===== src/hdl/bsc_pkg.sv =====
/*
  bsc_pkg: constants and types shared by the buck set-point control block.
  assumes a byte-wide register port addressed by the regulator's register offsets.
*/
`default_nettype none

package bsc_pkg;

  localparam int unsigned BSC_ADDR_W = 8;
  localparam int unsigned BSC_DATA_W = 8;
  localparam int unsigned BSC_CODE_W = 6;
  localparam int unsigned BSC_MODE_W = 4;
  localparam int unsigned BSC_MV_W = 12;

  // register offsets
  localparam logic [7:0] BSC_NORMAL_ADDR = 8'h35;
  localparam logic [7:0] BSC_STANDBY_ADDR = 8'h36;
  localparam logic [7:0] BSC_SLEEP_ADDR = 8'h37;
  localparam logic [7:0] BSC_MODE_ADDR = 8'h38;

  // field positions
  localparam int unsigned BSC_CODE_LSB = 0;
  localparam int unsigned BSC_RANGE_BIT = 6;
  localparam int unsigned BSC_MODE_LSB = 0;

  // reset values
  localparam logic [5:0] BSC_CODE_RESET = 6'h00;
  localparam logic BSC_RANGE_RESET = 1'b0;
  localparam logic [3:0] BSC_MODE_RESET = 4'h0;
  localparam logic [7:0] BSC_RDATA_RESET = 8'h00;

  // decoded voltage in millivolts
  localparam logic [11:0] BSC_LOW_BASE_MV = 12'h190;
  localparam logic [11:0] BSC_LOW_STEP_MV = 12'h019;
  localparam logic [11:0] BSC_HIGH_BASE_MV = 12'h320;
  localparam logic [11:0] BSC_HIGH_STEP_MV = 12'h032;

  typedef enum logic [1:0] {
    BSC_OP_NORMAL,
    BSC_OP_STANDBY,
    BSC_OP_SLEEP
  } bsc_op_type;

endpackage : bsc_pkg

`default_nettype wire


===== src/hdl/bsc_decode_if.sv =====
/*
  bsc_decode_if: carries a step code and range to the decoder and the voltage back.
  assumes both ends run on the same clock.
*/
`timescale 1ns/1ps
`default_nettype none

interface bsc_decode_if;
  import bsc_pkg::*;
  logic [BSC_CODE_W-1:0] code;
  logic range_high;
  logic [BSC_MV_W-1:0] mv;

  modport ctrl (output code, output range_high, input mv);
  modport dec (input code, input range_high, output mv);
endinterface : bsc_decode_if

`default_nettype wire


===== src/hdl/bsc_decoder.sv =====
/*
  bsc_decoder: turns a step code and range bit into a target voltage in millivolts.
  assumes its output is registered by the caller.
*/
`timescale 1ns/1ps
`default_nettype none

module bsc_decoder
  import bsc_pkg::*;
(
  bsc_decode_if.dec dec_if
);

  logic [BSC_MV_W-1:0] code_ext;

  assign code_ext = {{(BSC_MV_W-BSC_CODE_W){1'b0}}, dec_if.code};

  always_comb
  begin
    if (dec_if.range_high)
    begin
      // [RULE_03] high range steps
      dec_if.mv = BSC_MV_W'(BSC_HIGH_BASE_MV + code_ext * BSC_HIGH_STEP_MV);
    end
    else
    begin
      // [RULE_02] low range steps
      dec_if.mv = BSC_MV_W'(BSC_LOW_BASE_MV + code_ext * BSC_LOW_STEP_MV);
    end
  end

endmodule : bsc_decoder

`default_nettype wire


===== src/hdl/bsc_top.sv =====
/*
  bsc_top: set-point registers, range bits and switching mode of one buck output.
  assumes a same-clock byte register port from the host interface logic, a
  configuration range level that is stable around reset release, and an
  operating-mode input from the power control logic on the same clock.
*/
`timescale 1ns/1ps
`default_nettype none

//////////////////////////////////////////////////////////////////////////////
// Behaviour
// [RULE_01] normal range bit read-only, from configuration
// [RULE_02] low range: 0.400 V plus 25 mV steps
// [RULE_03] high range: 0.800 V plus 50 mV steps
// [RULE_04] three step codes, chosen by operating mode
// [RULE_05] standby and sleep range copy normal range
// [RULE_06] software keeps high range for 2.0-3.3 V
// [RULE_07] software avoids outputs at or below 0.6 V
// [RULE_08] four-bit switching mode field provided
// [RULE_09] software uses codes 0-63 below 2.0 V
// [RULE_10] range bit writes ignored, code still written
module bsc_top
  import bsc_pkg::*;
(
  input wire logic clk_i,
  input wire logic reset_i,
  input wire logic [bsc_pkg::BSC_ADDR_W-1:0] reg_addr_i,
  input wire logic reg_wr_i,
  input wire logic reg_rd_i,
  input wire logic [bsc_pkg::BSC_DATA_W-1:0] reg_wdata_i,
  output logic [bsc_pkg::BSC_DATA_W-1:0] reg_rdata_o,
  input wire logic cfg_range_high_i,
  input wire bsc_pkg::bsc_op_type op_mode_i,
  output logic [bsc_pkg::BSC_CODE_W-1:0] active_code_o,
  output logic active_range_high_o,
  output logic [bsc_pkg::BSC_MV_W-1:0] target_mv_o,
  output logic [bsc_pkg::BSC_MODE_W-1:0] switching_mode_o
);

  import bsc_pkg::*;

  //////////////////////////////////////////////////////////////////////////////
  // state

  logic [BSC_CODE_W-1:0] normal_code_r;
  logic [BSC_CODE_W-1:0] standby_code_r;
  logic [BSC_CODE_W-1:0] sleep_code_r;
  logic normal_range_r;
  logic standby_range_r;
  logic sleep_range_r;
  logic range_loaded_r;
  logic [BSC_MODE_W-1:0] mode_r;
  logic [BSC_DATA_W-1:0] rdata_r;
  logic [BSC_DATA_W-1:0] rdata_nxt;
  logic [BSC_CODE_W-1:0] sel_code;
  logic sel_range;
  logic [BSC_CODE_W-1:0] active_code_r;
  logic active_range_r;
  logic [BSC_MV_W-1:0] target_mv_r;

  bsc_decode_if dec_bus ();

  //////////////////////////////////////////////////////////////////////////////
  // step codes

  // [RULE_04] independent code writes
  always_ff @(posedge clk_i)
  begin
    if (reset_i)
    begin
      normal_code_r <= BSC_CODE_RESET;
      standby_code_r <= BSC_CODE_RESET;
      sleep_code_r <= BSC_CODE_RESET;
    end
    else if (reg_wr_i)
    begin
      // [RULE_10] code field still taken
      unique case (reg_addr_i)
        BSC_NORMAL_ADDR: normal_code_r <= reg_wdata_i[BSC_CODE_LSB +: BSC_CODE_W];
        BSC_STANDBY_ADDR: standby_code_r <= reg_wdata_i[BSC_CODE_LSB +: BSC_CODE_W];
        BSC_SLEEP_ADDR: sleep_code_r <= reg_wdata_i[BSC_CODE_LSB +: BSC_CODE_W];
        default:
        begin
        end
      endcase
    end
  end

  //////////////////////////////////////////////////////////////////////////////
  // range bits

  // the configuration level is caught after release, never under reset
  // [RULE_01] range from configuration only
  always_ff @(posedge clk_i)
  begin
    if (reset_i)
    begin
      normal_range_r <= BSC_RANGE_RESET;
      range_loaded_r <= 1'b0;
    end
    else if (!range_loaded_r)
    begin
      normal_range_r <= cfg_range_high_i;
      range_loaded_r <= 1'b1;
    end
  end

  // [RULE_05] copy initial range
  always_ff @(posedge clk_i)
  begin
    if (reset_i)
    begin
      standby_range_r <= BSC_RANGE_RESET;
      sleep_range_r <= BSC_RANGE_RESET;
    end
    else if (!range_loaded_r)
    begin
      standby_range_r <= cfg_range_high_i;
      sleep_range_r <= cfg_range_high_i;
    end
  end

  //////////////////////////////////////////////////////////////////////////////
  // switching mode

  // [RULE_08] switching mode field
  always_ff @(posedge clk_i)
  begin
    if (reset_i)
    begin
      mode_r <= BSC_MODE_RESET;
    end
    else if (reg_wr_i && reg_addr_i == BSC_MODE_ADDR)
    begin
      mode_r <= reg_wdata_i[BSC_MODE_LSB +: BSC_MODE_W];
    end
  end

  //////////////////////////////////////////////////////////////////////////////
  // read back

  // unmapped offsets and unused bits read as zero
  always_comb
  begin
    rdata_nxt = BSC_RDATA_RESET;
    unique case (reg_addr_i)
      BSC_NORMAL_ADDR:
      begin
        rdata_nxt[BSC_CODE_LSB +: BSC_CODE_W] = normal_code_r;
        rdata_nxt[BSC_RANGE_BIT] = normal_range_r;
      end
      BSC_STANDBY_ADDR:
      begin
        rdata_nxt[BSC_CODE_LSB +: BSC_CODE_W] = standby_code_r;
        rdata_nxt[BSC_RANGE_BIT] = standby_range_r;
      end
      BSC_SLEEP_ADDR:
      begin
        rdata_nxt[BSC_CODE_LSB +: BSC_CODE_W] = sleep_code_r;
        rdata_nxt[BSC_RANGE_BIT] = sleep_range_r;
      end
      BSC_MODE_ADDR:
      begin
        rdata_nxt[BSC_MODE_LSB +: BSC_MODE_W] = mode_r;
      end
      default:
      begin
      end
    endcase
  end

  // read data holds until the next read
  always_ff @(posedge clk_i)
  begin
    if (reset_i)
    begin
      rdata_r <= BSC_RDATA_RESET;
    end
    else if (reg_rd_i)
    begin
      rdata_r <= rdata_nxt;
    end
  end

  //////////////////////////////////////////////////////////////////////////////
  // active set point

  // [RULE_04] select by operating mode
  always_comb
  begin
    unique case (op_mode_i)
      BSC_OP_NORMAL:
      begin
        sel_code = normal_code_r;
        sel_range = normal_range_r;
      end
      BSC_OP_STANDBY:
      begin
        sel_code = standby_code_r;
        sel_range = standby_range_r;
      end
      BSC_OP_SLEEP:
      begin
        sel_code = sleep_code_r;
        sel_range = sleep_range_r;
      end
      default:
      begin
        // an undefined mode code falls back to the normal set point
        sel_code = normal_code_r;
        sel_range = normal_range_r;
      end
    endcase
  end

  assign dec_bus.code = sel_code;
  assign dec_bus.range_high = sel_range;

  bsc_decoder u_decoder (
    .dec_if (dec_bus)
  );

  // one register stage keeps the target glitch-free toward the power stage
  always_ff @(posedge clk_i)
  begin
    if (reset_i)
    begin
      active_code_r <= BSC_CODE_RESET;
      active_range_r <= BSC_RANGE_RESET;
      target_mv_r <= BSC_LOW_BASE_MV;
    end
    else
    begin
      active_code_r <= sel_code;
      active_range_r <= sel_range;
      target_mv_r <= dec_bus.mv;
    end
  end

  //////////////////////////////////////////////////////////////////////////////
  // outputs

  assign reg_rdata_o = rdata_r;
  assign active_code_o = active_code_r;
  assign active_range_high_o = active_range_r;
  assign target_mv_o = target_mv_r;
  assign switching_mode_o = mode_r;

endmodule : bsc_top

`default_nettype wire

===== config.mk =====
export PLATFORM = sky130hd
export DESIGN_NAME = bsc_top
export DESIGN_NICKNAME = d
export VERILOG_FILES = /design/src/hdl/bsc_pkg.sv /design/src/hdl/bsc_decode_if.sv /design/src/hdl/bsc_decoder.sv /design/src/hdl/bsc_top.sv
export SDC_FILE = /design/constraint.sdc
export NUM_CORES = 1
export LEC_CHECK = 0
export ABC_AREA = 1
export BUFFER_PORTS_ARGS = -buffer_cell sky130_fd_sc_hd__buf_4
export CAP_MARGIN = 10
export CORE_MARGIN = 4
export CORE_UTILIZATION = 59
export DETAILED_ROUTE_END_ITERATION = 6
export HOLD_SLACK_MARGIN = 0.08
export PLACE_DENSITY = 0.85
export SLEW_MARGIN = 40
export SYNTH_ARGS = -nofsm -noshare
export SYNTH_HDL_FRONTEND = slang
export SYNTH_SLANG_ARGS = --single-unit

===== constraint.sdc =====
create_clock -name clk_i -period 12.7 [get_ports clk_i]
set_clock_uncertainty 0.1 [all_clocks]
set_input_delay 2.54 -clock clk_i [delete_from_list [all_inputs] [get_ports clk_i]]
set_output_delay 2.54 -clock clk_i [all_outputs]
set_load 0.05 [all_outputs]

# Word-level counts from Yosys, hierarchy flattened
# Cells that the tools add are included.
word_totals:
  inputBits: 23
  ff_bits: 50
  elab_cells: 29
  out_inout_bits: 31
classes:
  mul: 2
  n_reduce_logical: 4
  eq_ne: 6
  add_sub_neg: 2
  muxes: 5
op_table:
  columns: ["cell", "n"]
  rows:
  - ["8-bit by 6-bit equality test with 1-bit output, second input constant", 4]
  - ["6-bit by 5-bit multiplier with 11-bit output, second input constant", 2]
  - ["4-bit case mux with 4 select lines", 1]
  - ["10-bit by 12-bit adder with 12-bit output, first input constant", 1]
  - ["9-bit by 12-bit adder with 12-bit output, first input constant", 1]
  - ["12-bit 2-to-1 mux", 1]
  - ["6-bit case mux with 2 select lines", 1]
  - ["3-bit case mux with 3 select lines", 1]
  - ["2-bit AND reduction", 3]
  - ["2-bit by 1-bit equality test with 1-bit output, second input constant", 1]
  - ["2-bit equality test, second input constant", 1]
  - ["1-bit logical AND", 1]
  - ["1-bit 2-to-1 mux", 1]

# Depth between registers and ports, before layout
depth:
  word_depth: 5
  depth_mapped: 21

# Hierarchy
# From an unflattened synthesis, not the netlist that was laid out.
hier_totals:
  cells_unflattened: 455
  hier_area_um2: 3320.7
modules_own_cells:
  columns: ["module", "area_per_inst_um2", "seq_area_each_um2", "instances", "cells_per_inst"]
  rows:
  - ["bsc_top", 2092.0, 1001.0, 1, 271]
  - ["bsc_decoder", 1228.7, 0.0, 1, 184]

# Worst setup path after synthesis
# OpenSTA, ideal clock, no wires.
synth_timing:
  path_type: "input to register"
  startpoint: "in op_mode_i[0]"
  endpoint: "reg target_mv_r[7] (netlist: target_mv_o[7])"
  t_required_ns: 12.491
  cell_stages: 17
  arrival_ns: 5.566
  path_buffers: 1
  slack_ns: 6.926
  path_cell_list: "inv_1 -> ha_1 -> inv_1 -> buf_2 -> o221ai_1 -> o21ai_1 -> inv_1 -> ha_1 -> ha_1 -> ha_1 -> fa_1 -> ha_1 -> or2_2 -> nand2_1 -> nand2_1 -> nand2_1 -> inv_1"
synth_via:
  elab_chain_len: 5
  word_cells_on_any_way: 8
synth_rtl:
  columns: ["item", "line_no", "text"]
  rows:
  - ["start: declaration", "bsc_top.sv:33", "input wire bsc_pkg::bsc_op_type op_mode_i,"]
  - ["2-bit equality test / 2-bit by 1-bit equality test with 1-bit output (equally long branches)", "bsc_top.sv:191", "unique case (op_mode_i)"]
  - ["6-bit case mux with 2 select lines *", "bsc_top.sv:191", null]
  - ["named net dec_bus.code[2]", "bsc_decode_if.sv:10", "logic [BSC_CODE_W-1:0] code;"]
  - ["6-bit by 5-bit multiplier with 11-bit output", "bsc_decoder.sv:23, bsc_decoder.sv:28", null]
  - ["9-bit by 12-bit adder with 12-bit output / 10-bit by 12-bit adder with 12-bit output (equally long branches)", "bsc_decoder.sv:28, bsc_decoder.sv:23", null]
  - ["12-bit 2-to-1 mux *", "bsc_decoder.sv:20", "if (dec_if.range_high)"]
  - ["end signal: assignment", "bsc_top.sv:236", "target_mv_r <= dec_bus.mv;"]
  - ["end: declaration", "bsc_top.sv:59", "logic [BSC_MV_W-1:0] target_mv_r;"]
# The timed path passes the listed nets; every way through them passes the cells marked *.
# A chain may end at the register's enable or synchronous reset.

# Worst setup path after layout
layout_timing:
  startpoint: "in op_mode_i[0]"
  endpoint: "reg target_mv_r[8] (netlist: target_mv_o[8])"
# The elaborated chain is that of the path after synthesis.

==> key figures <==
Layout
  – FF/Latch Area: 1000 sq um
  – Layout area overhead: 17.8%
  – Area of the multi-input gates: 1370 sq um
  – Layout cell share with drive strength beyond 1: 17.7%
  – Most frequent cells in the layout: inv_1, nand2_1, dfxtp_1, buf_4, a21oi_1
  – Final nets: 442
  – Fillers: 381
  – Antenna diodes: 0
  – Non-filler cells, final: 447

STA
  – Final worst slack: 6630 ps
  – # setup viols final: 0
  – Post-route minimum period: 6070 ps
  – TNS Setup: 0 ps
  – Final Hold Vio Count: 0
  – Final Slew Violations: 0
  – Worst slew pin tran: 615 ps
  – RSZ-0062 raised after global routing: no
  – Period utilization: 47.8%
  – Max Clk Rate: 0.165 GHz
  – Normalized max-slew margin: 59.0%

Yosys
  – Syn Std Cell Area: 2650 sq um
  – Post-synthesis simple-gate area fraction: 20.2%
  – Syn nets: 395
  – Yosys reg bits: 50
  – Post-synthesis sequential area ratio: 37.8%
  – Post-synthesis adder-cell area fraction: 12.1%
  – Post-synthesis xor/xnor area fraction: 0.992%
  – Gate Count Post-Synth: 347
  – Mux share of post-synthesis cell area: 0%
  – Largest family of logic cells by synthesized area: simple AND/OR/NAND/NOR gates
  – Post-synthesis cell type count: 31
  – Synth Area per Inst: 7.63 sq um
  – Compound-gate portion of the synthesized area: 18.2%
  – Synth warn: 0

Clocking
  – # clock sinks: 50
  – Post-CTS Setup Inserts: 0
  – Clock Tree Root: clkbuf_8
  – Htree depth: 2
  – Max Buffers Root-to-Sink: 2
  – Num CTS Buffers: 5
  – Post-CTS Hold Fix Bufs: 0
  – Post-cts sizing count: 0
  – TritonCTS clock tree: yes
  – Clock-pin slew on the worst setup and hold paths: 90 ps
  – Clk_lat worst skew: 300 ps

Critical path
  – Critical-path cell list: buf_4 -> inv_1 -> ha_1 -> inv_1 -> o221ai_1 -> o21ai_1 -> inv_1 -> ha_1 -> ha_1 -> ha_1 -> fa_1 -> xor2_1 -> nand3_1 -> or2_2 -> nand3_1 -> o21ai_0 -> inv_1
  – CP Buf/Inv Count: 5
  – Crit path capture type: flop
  – Crit path max-delay family: adder cells
  – Worst path arrival time: 6220 ps
  – Critical Path Stages: 17
  – Critical Path RT: 12850 ps
  – Worst setup startpoint: op_mode_i[0]
  – Worst Setup EP: target_mv_o[8]
  – Worst r2r src: standby_code_r[2]
  – Worst R2R Setup Slack: 9200 ps
  – R2R depth: 14
  – Reg-to-Reg End: target_mv_o[8]
  – CP peak stage delay: 510 ps
  – Crit Path Class: input port to flop
  – Worst path slowest cell: fa_1
  – CP Launch Type: input port
  – Maximum fanout along the worst path: 13

Drt
  – DR WL/cell: 13.5 um
  – # DRC: 0
  – DRT Pass-1 Iters: 5
  – Vias: 2480
  – Routed WL: 6020 um
  – Final ANT Viol Nets: 0
  – Drt via density: 5.55
  – DRT iter0 DRCs: 156

Hold path
  – Worst Hold Class: flop to flop

Outcome
  – Outcome: complete, no violations

GRT
  – Vias in the first global route: 2218
  – GRT Resource Usage Total: 22.5%
  – First-pass GRT wire length: 9750 um
  – Total gr overflow: 0
  – Initial antenna violation count: 0
  – Largest net degree at the start of global routing: 27

Power and ir drop
  – Switching pwr: 120 uW
  – Total power: 360 uW
  – Switching Fraction: 33.4%
  – PwrDens: 115 nW/um^2
  – Comb pwr share: 27.3%
  – Clock network fraction of design power: 26.6%
  – Int Pwr: 240 uW
  – IR drop worst, VDD: 86.3 uV
  – Leak: 1.49 nW
  – Flop pwr share: 46.1%

Floorplan
  – Row Count: 24
  – Core footprint: 4350 sq um
  – Die area: 5620 sq um
  – Die width: 75.0 um
  – Starting density of the core: 60.8%
  – Boundary Pins: 54
  – Die Ht: 75.0 um

Placed design
  – Dpl ws: 6360 ps
  – Final GP Congestion: 0.885
  – Placed wire-length estimate: 4520 um
  – IO buf count: 50
  – Cells after DPL: 439

Run
  – Max-cap viol count: 0
==> through the flow <==
step	util [%]	area [sq um]	hold slack [ps]
after floorplan	-	2650	305
after detailed placement	69.4	3020	325
final	71.6	3120	334
after CTS	71.6	3120	337
after global routing	71.6	3120	349
after global placement	69.4	3020	310
==> Yosys cell counts <==
cell type | number | area (sq um)
o21ai_0 | 27 | 135
dfxtp_1 | 50 | 1000
o21a_1 | 1 | 7.51
nor3_2 | 2 | 20.0
xor2_1 | 3 | 26.3
nor2_1 | 16 | 60.1
nor4_4 | 1 | 21.3
nand3b_1 | 1 | 7.51
a22oi_1 | 1 | 7.51
clkbuf_1 | 2 | 7.51
inv_1 | 56 | 210
nor3_4 | 2 | 32.5
buf_6 | 2 | 22.5
nand3_1 | 25 | 125
buf_2 | 4 | 20.0
buf_4 | 2 | 15.0
nand2_1 | 56 | 210
fa_1 | 1 | 20.0
o221ai_1 | 4 | 35.0
nor3_1 | 1 | 5.00
conb_1 | 1 | 3.75
or2_2 | 2 | 12.5
nand4_1 | 1 | 6.26
a21oi_1 | 33 | 165
o22ai_1 | 13 | 81.3
nand2_2 | 3 | 18.8
nand3_2 | 1 | 10.0
inv_2 | 1 | 3.75
ha_1 | 24 | 300
and3_1 | 1 | 6.26
o21ai_1 | 10 | 50.1
==> kinds of logic after synthesis <==
logic type,after synthesis
buffers and inverters,67
AOI/OAI and AO/OA,89
and+or+nand+nor,112
other,1
xor gates and xnor gates,3
DFF,50
adders and majority gates,25
==> per-layer routing <==
layer	vias to the layer above	share of wire, %	track usage (%)
met5	-	0	0
met4	0	2.3	8.89
met3	14	7.1	4.41
met2	101	51	39.7
met1	1124	40	26.7
li1	1241	-	-
==> how the worst min path moves through the flow <==
stage / slack, ps / end / from / depth (start not counted)
CTS: 340 / sleep_range_r / range_loaded_r / 1
detailed placement: 330 / sleep_range_r / range_loaded_r / 1
floorplan: 300 / sleep_range_r / range_loaded_r / 1
finish: 330 / sleep_range_r / range_loaded_r / 1
global route: 350 / sleep_range_r / range_loaded_r / 1
global placement: 310 / sleep_range_r / range_loaded_r / 1
==> flip-flops by register name (all words and copies together) (netlist names) <==
register / flops
active_code_o: 6
switching_mode_o: 4
active_range_high_o: 1
sleep_code_r: 6
reg_rdata_o: 7
standby_code_r: 6
sleep_range_r: 1
target_mv_o: 12
normal_code_r: 6
range_loaded_r: 1
==> power by group through the flow <==
stage | clock network [mW] | logic (mW) | registers (mW)
2_1_floorplan | 0 | 0.0462 | 0.193
3_3_place_gp | 0 | 0.0948 | 0.169
3_5_place_dp | 0 | 0.0975 | 0.170
4_1_cts | 0.0973 | 0.0983 | 0.166
5_1_grt | 0.104 | 0.108 | 0.167
6_report | 0.0956 | 0.0984 | 0.166
==> cell type report <==
cell class | count | area share [%]
Inverter | 57 | 6.86
Timing Repair Buffer | 50 | 12.0
Clock buffer | 6 | 2.65
Sequential cell | 50 | 32.1
Tap cell | 52 | 2.09
Clock inverter | 2 | 0.401
Multi-Input combinational cell | 230 | 43.9
Note: power is estimated with default switching activity, not from simulation.
